**src/cms_pkg.sv**
```systemverilog
// Package with the register map, field layout and carrier types of the core mode register file.
package cms_pkg;

  // ----------------------------------------------------------------------
  // Widths and register indices
  // ----------------------------------------------------------------------
  localparam int DATA_W = 32;
  localparam int ADDR_W = 8;
  localparam int GPR_N = 16;
  localparam int IDX_W = 4;
  localparam int PRIO_W = 9;
  localparam int EXCNUM_W = 9;
  localparam int FLAGS_W = 5;
  localparam int ICI_W = 6;
  localparam int IT_W = 2;
  localparam int CTRL_W = 2;
  localparam logic [IDX_W-1:0] LOW_REG_LAST = 4'h7;
  localparam logic [IDX_W-1:0] HIGH_REG_LAST = 4'hC;
  localparam logic [IDX_W-1:0] SP_IDX = 4'hD;
  localparam logic [IDX_W-1:0] LR_IDX = 4'hE;
  localparam logic [IDX_W-1:0] PC_IDX = 4'hF;

  // ----------------------------------------------------------------------
  // Bus byte offsets
  // ----------------------------------------------------------------------
  localparam logic [ADDR_W-1:0] OFS_GPR_LAST = 8'h3C;
  localparam logic [ADDR_W-1:0] OFS_MSP = 8'h40;
  localparam logic [ADDR_W-1:0] OFS_PSP = 8'h44;
  localparam logic [ADDR_W-1:0] OFS_COMBINED_PROGRAM_STATUS = 8'h48;
  localparam logic [ADDR_W-1:0] OFS_GLOBAL_IRQ_BLOCK = 8'h4C;
  localparam logic [ADDR_W-1:0] OFS_FAULT_LEVEL_BLOCK = 8'h50;
  localparam logic [ADDR_W-1:0] OFS_PRIORITY_THRESHOLD = 8'h54;
  localparam logic [ADDR_W-1:0] OFS_CONTROL = 8'h58;
  localparam logic [ADDR_W-1:0] OFS_STATE = 8'h5C;

  // ----------------------------------------------------------------------
  // Field positions and reset values
  // ----------------------------------------------------------------------
  localparam int FLAGS_LSB = 27;
  localparam int ICI_LSB = 10;
  localparam int IT_LSB = 25;
  localparam int EXEC_BIT = 24;
  localparam int CTRL_PRIV_BIT = 0;
  localparam int CTRL_STACK_BIT = 1;
  localparam int MODE_HANDLER_BIT = 1;
  localparam int STATE_HANDLER_BIT = 0;
  localparam int STATE_PRIV_BIT = 1;
  localparam int STATE_PSP_BIT = 2;
  localparam int STATE_EXC_LSB = 16;
  localparam logic [DATA_W-1:0] SP_ALIGN_MASK = 32'hFFFF_FFFC;
  localparam logic [DATA_W-1:0] PC_ALIGN_MASK = 32'hFFFF_FFFE;
  localparam logic [DATA_W-1:0] ZERO_WORD = 32'h0000_0000;
  localparam logic [PRIO_W-1:0] PRIORITY_THRESHOLD_OFF = 9'h000;
  localparam logic [EXCNUM_W-1:0] EXCNUM_NONE = 9'h000;
  localparam logic [CTRL_W-1:0] CTRL_RESET = 2'h0;

  // ----------------------------------------------------------------------
  // Types
  // ----------------------------------------------------------------------
  typedef enum logic [1:0] {CMS_THREAD = 2'b01, CMS_HANDLER = 2'b10} cms_mode_e;
  typedef enum logic [1:0] {CMS_EXC_NMI = 2'h0, CMS_EXC_HARD = 2'h1, CMS_EXC_OTHER = 2'h2}
    cms_exc_kind_e;

  typedef struct packed {
    logic callValid;
    logic [DATA_W-1:0] retAddr;
    logic excEnter;
    logic [EXCNUM_W-1:0] excNum;
    logic excReturn;
    logic gprWrValid;
    logic gprNarrow;
    logic [IDX_W-1:0] gprIdx;
    logic [DATA_W-1:0] gprData;
    logic flagsValid;
    logic [FLAGS_W-1:0] flags;
  } cms_core_evt_s;

  typedef struct packed {
    logic valid;
    cms_exc_kind_e kind;
    logic [PRIO_W-1:0] prio;
  } cms_irq_req_s;

endpackage

```
**src/cms_cpu_mode_regs.sv**
```systemverilog
// Core register file with banked stack pointer, status views, masks and mode control.
`timescale 1ns/10ps

// Overview of operation
// (RULE_01) Only privileged handler, privileged thread and unprivileged thread states exist.
// (RULE_02) Unprivileged access to special registers is blocked and raises a fault.
// (RULE_03) Exception service runs in privileged handler mode, otherwise thread mode.
// (RULE_04) All sixteen core registers are 32 bits wide.
// (RULE_05) Narrow instructions reach only registers 0 to 7; wide ones reach 0 to 12.
// (RULE_06) Stack pointer is banked; process copy only in thread mode, main otherwise.
// (RULE_07) Stack pointer low two bits are forced to zero.
// (RULE_08) A subroutine call writes its return address into the return link.
// (RULE_09) Instruction pointer bit zero is forced to zero.
// (RULE_10) Application flags occupy the top five status bits.
// (RULE_11) Current exception number occupies the nine low status bits.
// (RULE_12) Continuable and if-then state occupy two separate status ranges.
// (RULE_13) Status bit 24 reads one; an attempt to clear it faults.
// (RULE_14) Global block passes only non-maskable interrupt and hard fault.
// (RULE_15) Fault block passes only the non-maskable interrupt.
// (RULE_16) Threshold blocks priorities at or above it; zero disables it.
// (RULE_17) Mode bit 0 selects privileged or unprivileged thread level.
// (RULE_18) Mode bit 1 selects main or process stack; handler mode has none.
// (RULE_19) External reset pin is active low and idles inactive.
// (RULE_20) Reset gives privileged thread, main stack, masks and mode cleared.
module cms_cpu_mode_regs (
  input wire logic clk,
  input wire logic reset,
  input wire logic clkEn,
  input wire logic external_reset_n_pin,
  input wire logic [cms_pkg::ADDR_W-1:0] avs_address,
  input wire logic avs_read,
  input wire logic avs_write,
  input wire logic [cms_pkg::DATA_W-1:0] avs_writedata,
  output logic [cms_pkg::DATA_W-1:0] avs_readdata,
  output logic avs_waitrequest,
  input wire cms_pkg::cms_core_evt_s coreEvt,
  input wire cms_pkg::cms_irq_req_s irqReq,
  output logic faultEvent,
  output logic irqAccept,
  output logic handlerMode
);

  // ----------------------------------------------------------------------
  // Helper functions
  // ----------------------------------------------------------------------
  function automatic logic [cms_pkg::DATA_W-1:0] spAlign(input logic [cms_pkg::DATA_W-1:0] v);
    spAlign = v & cms_pkg::SP_ALIGN_MASK;
  endfunction

  function automatic logic maskAllows(input cms_pkg::cms_irq_req_s r, input logic priBlk,
                                      input logic fltBlk, input logic [cms_pkg::PRIO_W-1:0] thr);
    logic prioOk;
    prioOk = (thr == cms_pkg::PRIORITY_THRESHOLD_OFF) || (r.prio < thr);
    case (r.kind)
      cms_pkg::CMS_EXC_NMI: maskAllows = 1'b1;
      cms_pkg::CMS_EXC_HARD: maskAllows = !fltBlk;
      default: maskAllows = !fltBlk && !priBlk && prioOk;
    endcase
  endfunction

  // ----------------------------------------------------------------------
  // State
  // ----------------------------------------------------------------------
  logic extRstMeta_q;
  logic extRstSync_q;
  logic rstInt;
  logic [cms_pkg::DATA_W-1:0] regFile_q [0:cms_pkg::GPR_N-1];
  logic [cms_pkg::DATA_W-1:0] mainSp_q;
  logic [cms_pkg::DATA_W-1:0] procSp_q;
  cms_pkg::cms_mode_e modeState_q;
  logic [cms_pkg::FLAGS_W-1:0] appFlags_q;
  logic [cms_pkg::ICI_W-1:0] iciState_q;
  logic [cms_pkg::IT_W-1:0] itState_q;
  logic [cms_pkg::EXCNUM_W-1:0] excNum_q;
  logic globalIrqBlock_q;
  logic faultLevelBlock_q;
  logic [cms_pkg::PRIO_W-1:0] priorityThreshold_q;
  logic [cms_pkg::CTRL_W-1:0] modeStackSelect_q;
  logic waitReq_q;
  logic [cms_pkg::DATA_W-1:0] readData_q;
  logic fault_q;
  logic irqAccept_q;

  // ----------------------------------------------------------------------
  // Reset pin synchroniser
  // ----------------------------------------------------------------------
  always_ff @(posedge clk) begin
    if (reset) begin
      extRstMeta_q <= 1'b1;
      extRstSync_q <= 1'b1;
    end else begin
      extRstMeta_q <= external_reset_n_pin;
      extRstSync_q <= extRstMeta_q;
    end
  end

  assign rstInt = reset || !extRstSync_q; // RULE_19

  // ----------------------------------------------------------------------
  // Mode decode
  // ----------------------------------------------------------------------
  wire inHandler = modeState_q[cms_pkg::MODE_HANDLER_BIT];
  // Handler mode ignores the level bit, so handler is always privileged.
  wire privileged = inHandler || !modeStackSelect_q[cms_pkg::CTRL_PRIV_BIT]; // RULE_01 RULE_17
  // Handler mode always runs on the main stack whatever the select bit holds.
  wire useProc = !inHandler && modeStackSelect_q[cms_pkg::CTRL_STACK_BIT]; // RULE_06 RULE_18
  wire [cms_pkg::DATA_W-1:0] curSp = useProc ? procSp_q : mainSp_q;

  wire [cms_pkg::DATA_W-1:0] statusWord = {appFlags_q, itState_q, 1'b1, 8'h00, iciState_q, 1'b0,
                                           excNum_q}; // RULE_10 RULE_11 RULE_12 RULE_13

  // ----------------------------------------------------------------------
  // Bus decode
  // ----------------------------------------------------------------------
  wire busReq = avs_read || avs_write;
  wire busTake = busReq && !waitReq_q;
  wire [cms_pkg::IDX_W-1:0] busIdx = avs_address[5:2];
  wire isGpr = avs_address <= cms_pkg::OFS_GPR_LAST;
  wire isMsp = avs_address == cms_pkg::OFS_MSP;
  wire isPsp = avs_address == cms_pkg::OFS_PSP;
  wire isXpsr = avs_address == cms_pkg::OFS_COMBINED_PROGRAM_STATUS;
  wire isPri = avs_address == cms_pkg::OFS_GLOBAL_IRQ_BLOCK;
  wire isFlt = avs_address == cms_pkg::OFS_FAULT_LEVEL_BLOCK;
  wire isThr = avs_address == cms_pkg::OFS_PRIORITY_THRESHOLD;
  wire isCtrl = avs_address == cms_pkg::OFS_CONTROL;
  wire isState = avs_address == cms_pkg::OFS_STATE;
  wire isSpecial = isMsp || isPsp || isXpsr || isPri || isFlt || isThr || isCtrl;
  // The block must already hold in the request cycle, when read data is latched.
  wire privBlock = isSpecial && !privileged; // RULE_02
  wire privFault = busTake && privBlock; // RULE_02
  wire execClear = busTake && avs_write && isXpsr && privileged &&
                   !avs_writedata[cms_pkg::EXEC_BIT]; // RULE_13
  wire narrowFault = coreEvt.gprWrValid && coreEvt.gprNarrow &&
                     coreEvt.gprIdx > cms_pkg::LOW_REG_LAST &&
                     coreEvt.gprIdx <= cms_pkg::HIGH_REG_LAST; // RULE_05
  wire busWr = busTake && avs_write && !privFault;
  wire coreGprWr = coreEvt.gprWrValid && !narrowFault;

  wire [cms_pkg::DATA_W-1:0] stateWord = {7'h00, excNum_q, 13'h0000, useProc, privileged,
                                          inHandler};
  wire [cms_pkg::DATA_W-1:0] gprRead = (busIdx == cms_pkg::SP_IDX) ? curSp : regFile_q[busIdx];
  wire [cms_pkg::DATA_W-1:0] readMux =
    privBlock ? cms_pkg::ZERO_WORD : // RULE_02
    isGpr ? gprRead :
    isMsp ? mainSp_q :
    isPsp ? procSp_q :
    isXpsr ? statusWord :
    isPri ? {31'h0000_0000, globalIrqBlock_q} :
    isFlt ? {31'h0000_0000, faultLevelBlock_q} :
    isThr ? {23'h00_0000, priorityThreshold_q} :
    isCtrl ? {30'h0000_0000, modeStackSelect_q} :
    isState ? stateWord : cms_pkg::ZERO_WORD;

  // ----------------------------------------------------------------------
  // Bus handshake with one wait state
  // ----------------------------------------------------------------------
  always_ff @(posedge clk) begin
    if (rstInt) begin
      waitReq_q <= 1'b1;
      readData_q <= cms_pkg::ZERO_WORD;
    end else if (clkEn) begin
      waitReq_q <= !(busReq && waitReq_q);
      if (busReq && waitReq_q) begin
        readData_q <= readMux;
      end
    end
  end

  // Read data is latched in the request cycle and writes and fault checks are taken in the answer cycle, so the select must stay put.
  wire [cms_pkg::DATA_W-1:0] busWd = avs_writedata;

  // ----------------------------------------------------------------------
  // General registers, link and instruction pointer
  // ----------------------------------------------------------------------
  always_ff @(posedge clk) begin
    if (rstInt) begin
      for (int i = 0; i < cms_pkg::GPR_N; i++) begin
        regFile_q[i] <= cms_pkg::ZERO_WORD; // RULE_04
      end
    end else if (clkEn) begin
      if (busWr && isGpr && busIdx != cms_pkg::SP_IDX) begin
        regFile_q[busIdx] <= (busIdx == cms_pkg::PC_IDX) ? (busWd & cms_pkg::PC_ALIGN_MASK)
                                                         : busWd; // RULE_09
      end
      if (coreGprWr && coreEvt.gprIdx != cms_pkg::SP_IDX) begin
        regFile_q[coreEvt.gprIdx] <= (coreEvt.gprIdx == cms_pkg::PC_IDX) ?
                                     (coreEvt.gprData & cms_pkg::PC_ALIGN_MASK)
                                     : coreEvt.gprData; // RULE_09
      end
      if (coreEvt.callValid) begin
        regFile_q[cms_pkg::LR_IDX] <= coreEvt.retAddr; // RULE_08
      end
    end
  end

  // ----------------------------------------------------------------------
  // Banked stack pointer
  // ----------------------------------------------------------------------
  wire spBusCur = busWr && isGpr && busIdx == cms_pkg::SP_IDX;
  wire spCoreCur = coreGprWr && coreEvt.gprIdx == cms_pkg::SP_IDX;
  wire [cms_pkg::DATA_W-1:0] spCurData = spCoreCur ? coreEvt.gprData : busWd;
  wire mainSpWe = (busWr && isMsp) || ((spBusCur || spCoreCur) && !useProc); // RULE_06
  wire procSpWe = (busWr && isPsp) || ((spBusCur || spCoreCur) && useProc); // RULE_06
  wire [cms_pkg::DATA_W-1:0] mainSpData = (spBusCur || spCoreCur) ? spCurData : busWd;
  wire [cms_pkg::DATA_W-1:0] procSpData = (spBusCur || spCoreCur) ? spCurData : busWd;

  always_ff @(posedge clk) begin
    if (rstInt) begin
      mainSp_q <= cms_pkg::ZERO_WORD;
      procSp_q <= cms_pkg::ZERO_WORD;
    end else if (clkEn) begin
      if (mainSpWe) begin
        mainSp_q <= spAlign(mainSpData); // RULE_07
      end
      if (procSpWe) begin
        procSp_q <= spAlign(procSpData); // RULE_07
      end
    end
  end

  // ----------------------------------------------------------------------
  // Mode machine and status views
  // ----------------------------------------------------------------------
  always_ff @(posedge clk) begin
    if (rstInt) begin
      modeState_q <= cms_pkg::CMS_THREAD; // RULE_20
      excNum_q <= cms_pkg::EXCNUM_NONE;
    end else if (clkEn) begin
      case (modeState_q)
        cms_pkg::CMS_THREAD: begin
          if (coreEvt.excEnter) begin
            modeState_q <= cms_pkg::CMS_HANDLER; // RULE_03
            excNum_q <= coreEvt.excNum; // RULE_11
          end
        end
        cms_pkg::CMS_HANDLER: begin
          if (coreEvt.excEnter) begin
            excNum_q <= coreEvt.excNum; // RULE_11
          end else if (coreEvt.excReturn) begin
            modeState_q <= cms_pkg::CMS_THREAD; // RULE_03
            excNum_q <= cms_pkg::EXCNUM_NONE;
          end
        end
        default: begin
          modeState_q <= cms_pkg::CMS_THREAD;
        end
      endcase
    end
  end

  wire xpsrWe = busWr && isXpsr && !execClear; // RULE_13

  always_ff @(posedge clk) begin
    if (rstInt) begin
      appFlags_q <= '0;
      iciState_q <= '0;
      itState_q <= '0;
    end else if (clkEn) begin
      if (xpsrWe) begin
        appFlags_q <= busWd[cms_pkg::FLAGS_LSB +: cms_pkg::FLAGS_W]; // RULE_10
        iciState_q <= busWd[cms_pkg::ICI_LSB +: cms_pkg::ICI_W]; // RULE_12
        itState_q <= busWd[cms_pkg::IT_LSB +: cms_pkg::IT_W]; // RULE_12
      end
      if (coreEvt.flagsValid) begin
        appFlags_q <= coreEvt.flags; // RULE_10
      end
    end
  end

  // ----------------------------------------------------------------------
  // Masks and mode control
  // ----------------------------------------------------------------------
  always_ff @(posedge clk) begin
    if (rstInt) begin
      globalIrqBlock_q <= 1'b0; // RULE_20
      faultLevelBlock_q <= 1'b0;
      priorityThreshold_q <= cms_pkg::PRIORITY_THRESHOLD_OFF;
      modeStackSelect_q <= cms_pkg::CTRL_RESET;
    end else if (clkEn) begin
      if (busWr && isPri) begin
        globalIrqBlock_q <= busWd[0];
      end
      if (busWr && isFlt) begin
        faultLevelBlock_q <= busWd[0];
      end
      if (busWr && isThr) begin
        priorityThreshold_q <= busWd[cms_pkg::PRIO_W-1:0];
      end
      if (busWr && isCtrl) begin
        modeStackSelect_q <= busWd[cms_pkg::CTRL_W-1:0]; // RULE_17 RULE_18
      end
    end
  end

  // ----------------------------------------------------------------------
  // Fault pulse and interrupt gating
  // ----------------------------------------------------------------------
  always_ff @(posedge clk) begin
    if (rstInt) begin
      fault_q <= 1'b0;
      irqAccept_q <= 1'b0;
    end else if (clkEn) begin
      fault_q <= privFault || execClear || narrowFault; // RULE_02 RULE_05 RULE_13
      irqAccept_q <= irqReq.valid && maskAllows(irqReq, globalIrqBlock_q, faultLevelBlock_q,
                                                priorityThreshold_q); // RULE_14 RULE_15 RULE_16
    end
  end

  assign avs_readdata = readData_q;
  assign avs_waitrequest = waitReq_q;
  assign faultEvent = fault_q;
  assign irqAccept = irqAccept_q;
  assign handlerMode = modeState_q[cms_pkg::MODE_HANDLER_BIT];

  // ----------------------------------------------------------------------
  // Assertions
  // ----------------------------------------------------------------------
  a_exc_entry: assert property (@(posedge clk) disable iff (rstInt) // RULE_03
    (clkEn && coreEvt.excEnter) |=> (handlerMode && excNum_q == $past(coreEvt.excNum)))
    else $error("Exception entry did not reach handler mode.");

  a_sp_aligned: assert property (@(posedge clk) disable iff (rstInt) // RULE_07
    (clkEn && mainSpWe) |=> (mainSp_q[1:0] == 2'h0 && mainSp_q[31:2] == $past(mainSpData[31:2])))
    else $error("Main stack pointer write not aligned.");

  a_pc_aligned: assert property (@(posedge clk) disable iff (rstInt) // RULE_09
    regFile_q[cms_pkg::PC_IDX][0] == 1'b0)
    else $error("Instruction pointer bit zero set.");

  a_call_link: assert property (@(posedge clk) disable iff (rstInt) // RULE_08
    (clkEn && coreEvt.callValid) |=> regFile_q[cms_pkg::LR_IDX] == $past(coreEvt.retAddr))
    else $error("Call did not load return link.");

  a_unpriv_block: assert property (@(posedge clk) disable iff (rstInt) // RULE_02
    (clkEn && busTake && avs_write && isCtrl && !privileged)
      |=> (faultEvent && $stable(modeStackSelect_q)))
    else $error("Unprivileged mode write was not blocked.");

  a_exec_bit_read: assert property (@(posedge clk) disable iff (rstInt) // RULE_13
    (clkEn && busReq && waitReq_q && isXpsr && privileged) |=> avs_readdata[cms_pkg::EXEC_BIT])
    else $error("Execution state bit read as zero.");

  a_nmi_pass: assert property (@(posedge clk) disable iff (rstInt) // RULE_15
    (clkEn && irqReq.valid && irqReq.kind == cms_pkg::CMS_EXC_NMI) |=> irqAccept)
    else $error("Non-maskable interrupt was blocked.");

  a_fault_blocks: assert property (@(posedge clk) disable iff (rstInt) // RULE_15
    (clkEn && faultLevelBlock_q && irqReq.kind != cms_pkg::CMS_EXC_NMI) |=> !irqAccept)
    else $error("Fault block let an exception through.");

  a_global_block: assert property (@(posedge clk) disable iff (rstInt) // RULE_14
    (clkEn && globalIrqBlock_q && irqReq.kind == cms_pkg::CMS_EXC_OTHER) |=> !irqAccept)
    else $error("Global block let an interrupt through.");

  a_thr_masks: assert property (@(posedge clk) disable iff (rstInt) // RULE_16
    (clkEn && irqReq.kind == cms_pkg::CMS_EXC_OTHER && priorityThreshold_q != cms_pkg::PRIORITY_THRESHOLD_OFF
     && irqReq.prio >= priorityThreshold_q) |=> !irqAccept)
    else $error("Threshold did not mask interrupt.");

  a_bus_answer: assert property (@(posedge clk) disable iff (rstInt)
    (clkEn && busReq && waitReq_q) |=> !avs_waitrequest ##1 (avs_waitrequest || !clkEn))
    else $error("Bus answer not one wait state.");

  a_handler_stack: assert property (@(posedge clk) disable iff (rstInt) // RULE_06
    handlerMode |-> !useProc && privileged)
    else $error("Handler mode on process stack or unprivileged.");

endmodule

```
**config.mk**
```make
export PLATFORM = sky130hd
export DESIGN_NAME = cms_cpu_mode_regs
export DESIGN_NICKNAME = d
export VERILOG_FILES = /design/src/cms_pkg.sv /design/src/cms_cpu_mode_regs.sv
export SDC_FILE = /design/constraint.sdc
export NUM_CORES = 2
export LEC_CHECK = 0
export BUFFER_PORTS_ARGS = -buffer_cell sky130_fd_sc_hd__buf_2
export CAP_MARGIN = 5
export CORE_AREA = 10 10 223 384
export CTS_CLUSTER_DIAMETER = 100
export CTS_CLUSTER_SIZE = 14
export DETAILED_ROUTE_END_ITERATION = 7
export DIE_AREA = 0 0 233 394
export PLACE_DENSITY_LB_ADDON = 0.1
export SLEW_MARGIN = 15
export SYNTH_ARGS = -nofsm -noshare
export SYNTH_HDL_FRONTEND = slang
export SYNTH_SLANG_ARGS = --single-unit
```
**constraint.sdc**
```tcl
create_clock -name clk -period 6.5 [get_ports clk]
set_input_delay 0.65 -clock clk [delete_from_list [all_inputs] [get_ports clk]]
set_output_delay 0.65 -clock clk [all_outputs]
set_load 0.005 [all_outputs]
```
==> impl_metrics.csv <==
group,metric,value,unit
outcome,status,"completed",
power_and_ir_drop,switching_share,0.2605,
placed_design,gp_routability_congestion,0.9056,
die,start_util,0.3958,
global_route,antenna_found_initial,8,
drt,route.vias.total,23386,
setup_path,crit_type,"reg -> reg",
finish,fill_cells,7269,
setup_path,cp-start-kind,"flip-flop",
finish,final_cells,3529,
synth,avgSynthCellArea,12.50,sq um
finish,seqCellArea,0.01731,sq mm
clocking,cts_root_buf,"clkbuf_16",
drt,wire_per_inst,33.96,microns
global_route,grt_pass1_vias,23860,
finish,nets,2624,
clocking,htreeDepth,2,
sta,hold_viol_final,0,
sta,timing_worst_slew_pin_value,1.171,ns
die,dieArea,0.09180,sq mm
sta,rsz0062_at_grt,"false",
clocking,cts_setup_buffers,0,
die,die_w,233,microns
setup_path,cpMaxStageDelayCell,"nor4_4",
synth,yosys_warnings,0,
clocking,path_clk_slew,0.08,ns
power_and_ir_drop,pwr-share-comb,0.104,
power_and_ir_drop,pwr-share-clk,0.351,
clocking,hold_buffers,0,
global_route,grt_start_max_net_pins,90,
placed_design,place_inst,3458,
setup_path,rr_endpoint,"regFile_q[11][15]",
global_route,grt_pass1_wl,171.1,mm
placed_design,post-dp-hpwl,78.10,mm
setup_path,rr_worst_depth,6,
setup_path,reg2reg_setup_slack,2.74,ns
setup_path,critPathMaxFanout,20,
setup_path,timing.rr.start,"modeState_q[1]",
setup_path,critPathRequiredTime,7.00,ns
worst_hold_path,hp-class,"in -> reg",
clocking,ctsResizeCount,0,
die,rows,137,
clocking,clk_latency,0.64,ns
drt,routed_via_density,6.627,
sta,finalCriticalPeriod,3.758,ns
sta,setup_viol,0,
sta,slew_viol_final,0,
die,die_y,394,microns
setup_path,crit_arrival,4.26,ns
placed_design,io_buffers,181,
sta,tns,0,ns
global_route,grt.total_usage,0.2527,
power_and_ir_drop,vdd_ir_drop_max,0.2005,mV
sta,fin_crit_sh,0.5781,
synth,synth-edff-count,487,
clocking,clock_path_buffers,3,
power_and_ir_drop,p_per_area,238.7,mW/mm^2
setup_path,cp-end-kind,"flip-flop",
sta,max_freq,0.2661,GHz
synth,synth_flop_cell,"edfxtp_1",
sta,hold-worst-slack,0.1915,ns
setup_path,slowest_delay,1.00,ns
power_and_ir_drop,p_switching,2.151,mW
clocking,cts_num_sinks,621,
power_and_ir_drop,power_frac_seq,0.545,
synth,async_reset_ff_frac,0,
die,io_pins,182,
synth,netlist_area,0.03134,sq mm
setup_path,endpoint,"regFile_q[11][15]",
synth,postSynthCellCount,2507,
worst_hold_path,min_from,"external_reset_n_pin",
power_and_ir_drop,p_int,6.106,mW
clocking,cts_made_buffers,50,
sta,max_slew_margin,0.2193,
synth,yosys.cell_types.count,77,
finish,multi_input_area,0.01291,sq mm
die,core_region_area,0.07919,sq mm
drt,drc,0,
sta,fin_skew,0.02776,ns
setup_path,cp_cell_sequence,"nand2b_1, o41a_1, nand3_2, nor4_4, buf_4, a22o_1",
setup_path,cp-startpoint,"modeState_q[1]",
finish,drive_gt1_frac,0.2140,
global_route,grt_overflow,0,
clocking,cts_tree,"yes",
drt,ant_nets,0,
power_and_ir_drop,power_leakage,12.23,nW
finish,area_growth,10.38,%
synth,seq_area_frac_synth,0.5522,
run,cap_violations,0,
drt,wl,119.8,mm
drt,drt_pre_antenna_iters,6,
synth,synth_seq_cells,621,
drt,drt-initial-drc-count,2515,
==> cell type report <==
type	count	share of cell area
repair buffers	252	0.04437
diodes	1	0.00007233
clock buffers	64	0.03768
flip-flops and latches	621	0.5002
well taps	1042	0.03768
clock inverters	4	0.002025
inverters	43	0.004665
multi-input cells	1502	0.3733
==> sequential cells by signal (all words and copies together), names as in the netlist <==
name,flops
appFlags_q,5
avs_readdata,32
avs_waitrequest,1
excNum_q,9
extRstMeta_q,1
extRstSync_q,1
faultEvent,1
faultLevelBlock_q,1
globalIrqBlock_q,1
iciState_q,6
irqAccept,1
itState_q,2
mainSp_q,30
modeStackSelect_q,2
modeState_q,2
priorityThreshold_q,9
procSp_q,30
regFile_q,487
==> layer usage <==
layer  track usage  vias up  routed length (microns)
met5             0        -                       72
met4        0.1070       12                     5074
met3       0.04090      261                     8473
met2        0.4363     1114                    60670
met1        0.3054    12046                    45540
li1              -     9953                        -
==> through the flow <==
step	util	setup WS [ns]	instance area, sq um	power, mW
after floorplan	-	1.872	31370	5.051
after global placement	0.4183	2.248	33130	5.411
after CTS	0.4362	2.769	34550	8.285
after global routing	0.4369	2.532	34600	8.468
after detailed placement	0.4189	2.149	33170	5.429
final	0.4369	2.742	34600	8.257
==> worst max-delay path: cells and delay by family (launching register included) <==
| kind | cells | cell delay, ns |
|---|---|---|
| simple gates | 3 | 2.05 |
| compound gates | 2 | 0.57 |
| flops | 1 | 0.56 |
| buf+inv | 1 | 0.41 |
==> synth_stat cells, types with 8 or more instances <==
| library cell | count | area (sq um) |
|---|---|---|
| nor2b_1 | 23 | 143.9 |
| a32o_1 | 18 | 180.2 |
| a221oi_1 | 12 | 105.1 |
| nor2_1 | 62 | 232.7 |
| a31oi_1 | 14 | 87.58 |
| mux4_2 | 82 | 1847 |
| a211oi_1 | 9 | 67.56 |
| o221a_1 | 35 | 394.1 |
| inv_1 | 42 | 157.7 |
| o221a_2 | 29 | 326.6 |
| ha_1 | 8 | 100.1 |
| clkbuf_1 | 269 | 1010 |
| edfxtp_1 | 487 | 14620 |
| mux2_2 | 37 | 416.7 |
| o22ai_1 | 10 | 62.56 |
| nor3_1 | 13 | 65.06 |
| a22oi_1 | 72 | 540.5 |
| o211ai_1 | 33 | 247.7 |
| nand3_1 | 20 | 100.1 |
| nand2b_1 | 22 | 137.6 |
| dfxtp_1 | 134 | 2683 |
| o21ai_0 | 88 | 440.4 |
| o221ai_1 | 15 | 131.4 |
| a22o_1 | 451 | 3950 |
| a21oi_1 | 72 | 360.4 |
| o31ai_1 | 11 | 82.58 |
| nor4_1 | 17 | 106.4 |
| nor3_2 | 8 | 80.08 |
| o21ai_1 | 10 | 50.05 |
| buf_2 | 31 | 155.2 |
| mux2i_1 | 88 | 880.8 |
| buf_1 | 43 | 161.4 |
| nand2_1 | 135 | 506.7 |
==> cell families after synthesis <==
family / Yosys count / synth area share
fa+ha+maj: 8 / 0.003194
buf+inv: 391 / 0.04890
flops: 621 / 0.5522
compound gates: 929 / 0.2385
other cells: 1 / 0.0001196
simple gates: 350 / 0.05680
mux: 207 / 0.1003
==> layout by cell type, fill, tap and decap left out, types with 13 or more instances in the layout <==
cell       instances
edfxtp_1         487
o221a_1           35
a22o_1           451
dfxtp_1          134
mux2_2            37
clkbuf_16         50
nand3_1           19
nor2_4            14
nand2b_1          21
mux4_2            82
inv_1             42
a32o_1            18
o221ai_1          15
mux2i_1           88
nor3_2            13
clkbuf_1          14
nor2b_1           18
nand2_1          135
buf_2            178
a21oi_1           72
buf_4             67
a22oi_1           72
o211ai_1          33
nor2_1            45
o21ai_0           81
a31oi_1           14
o221a_2           29
==> power by group through the flow <==
stage	combinational (mW)	clock, mW	sequential [mW]
CTS	0.841	2.94	4.50
floorplan	0.485	0	4.57
global placement	0.827	0	4.58
detailed placement	0.840	0	4.59
global route	0.897	3.06	4.51
finish	0.856	2.90	4.50
==> worst min path at each step <==
stage                         to  slack (ns)  cells past startpoint
floorplan           extRstSync_q        0.39                      1
global placement    extRstSync_q        0.41                      1
detailed placement  extRstSync_q        0.40                      1
CTS                 extRstMeta_q        0.18                      2
global route        extRstMeta_q        0.19                      2
finish              extRstMeta_q        0.19                      2
No activity file was read; power rests on OpenSTA's default activity.
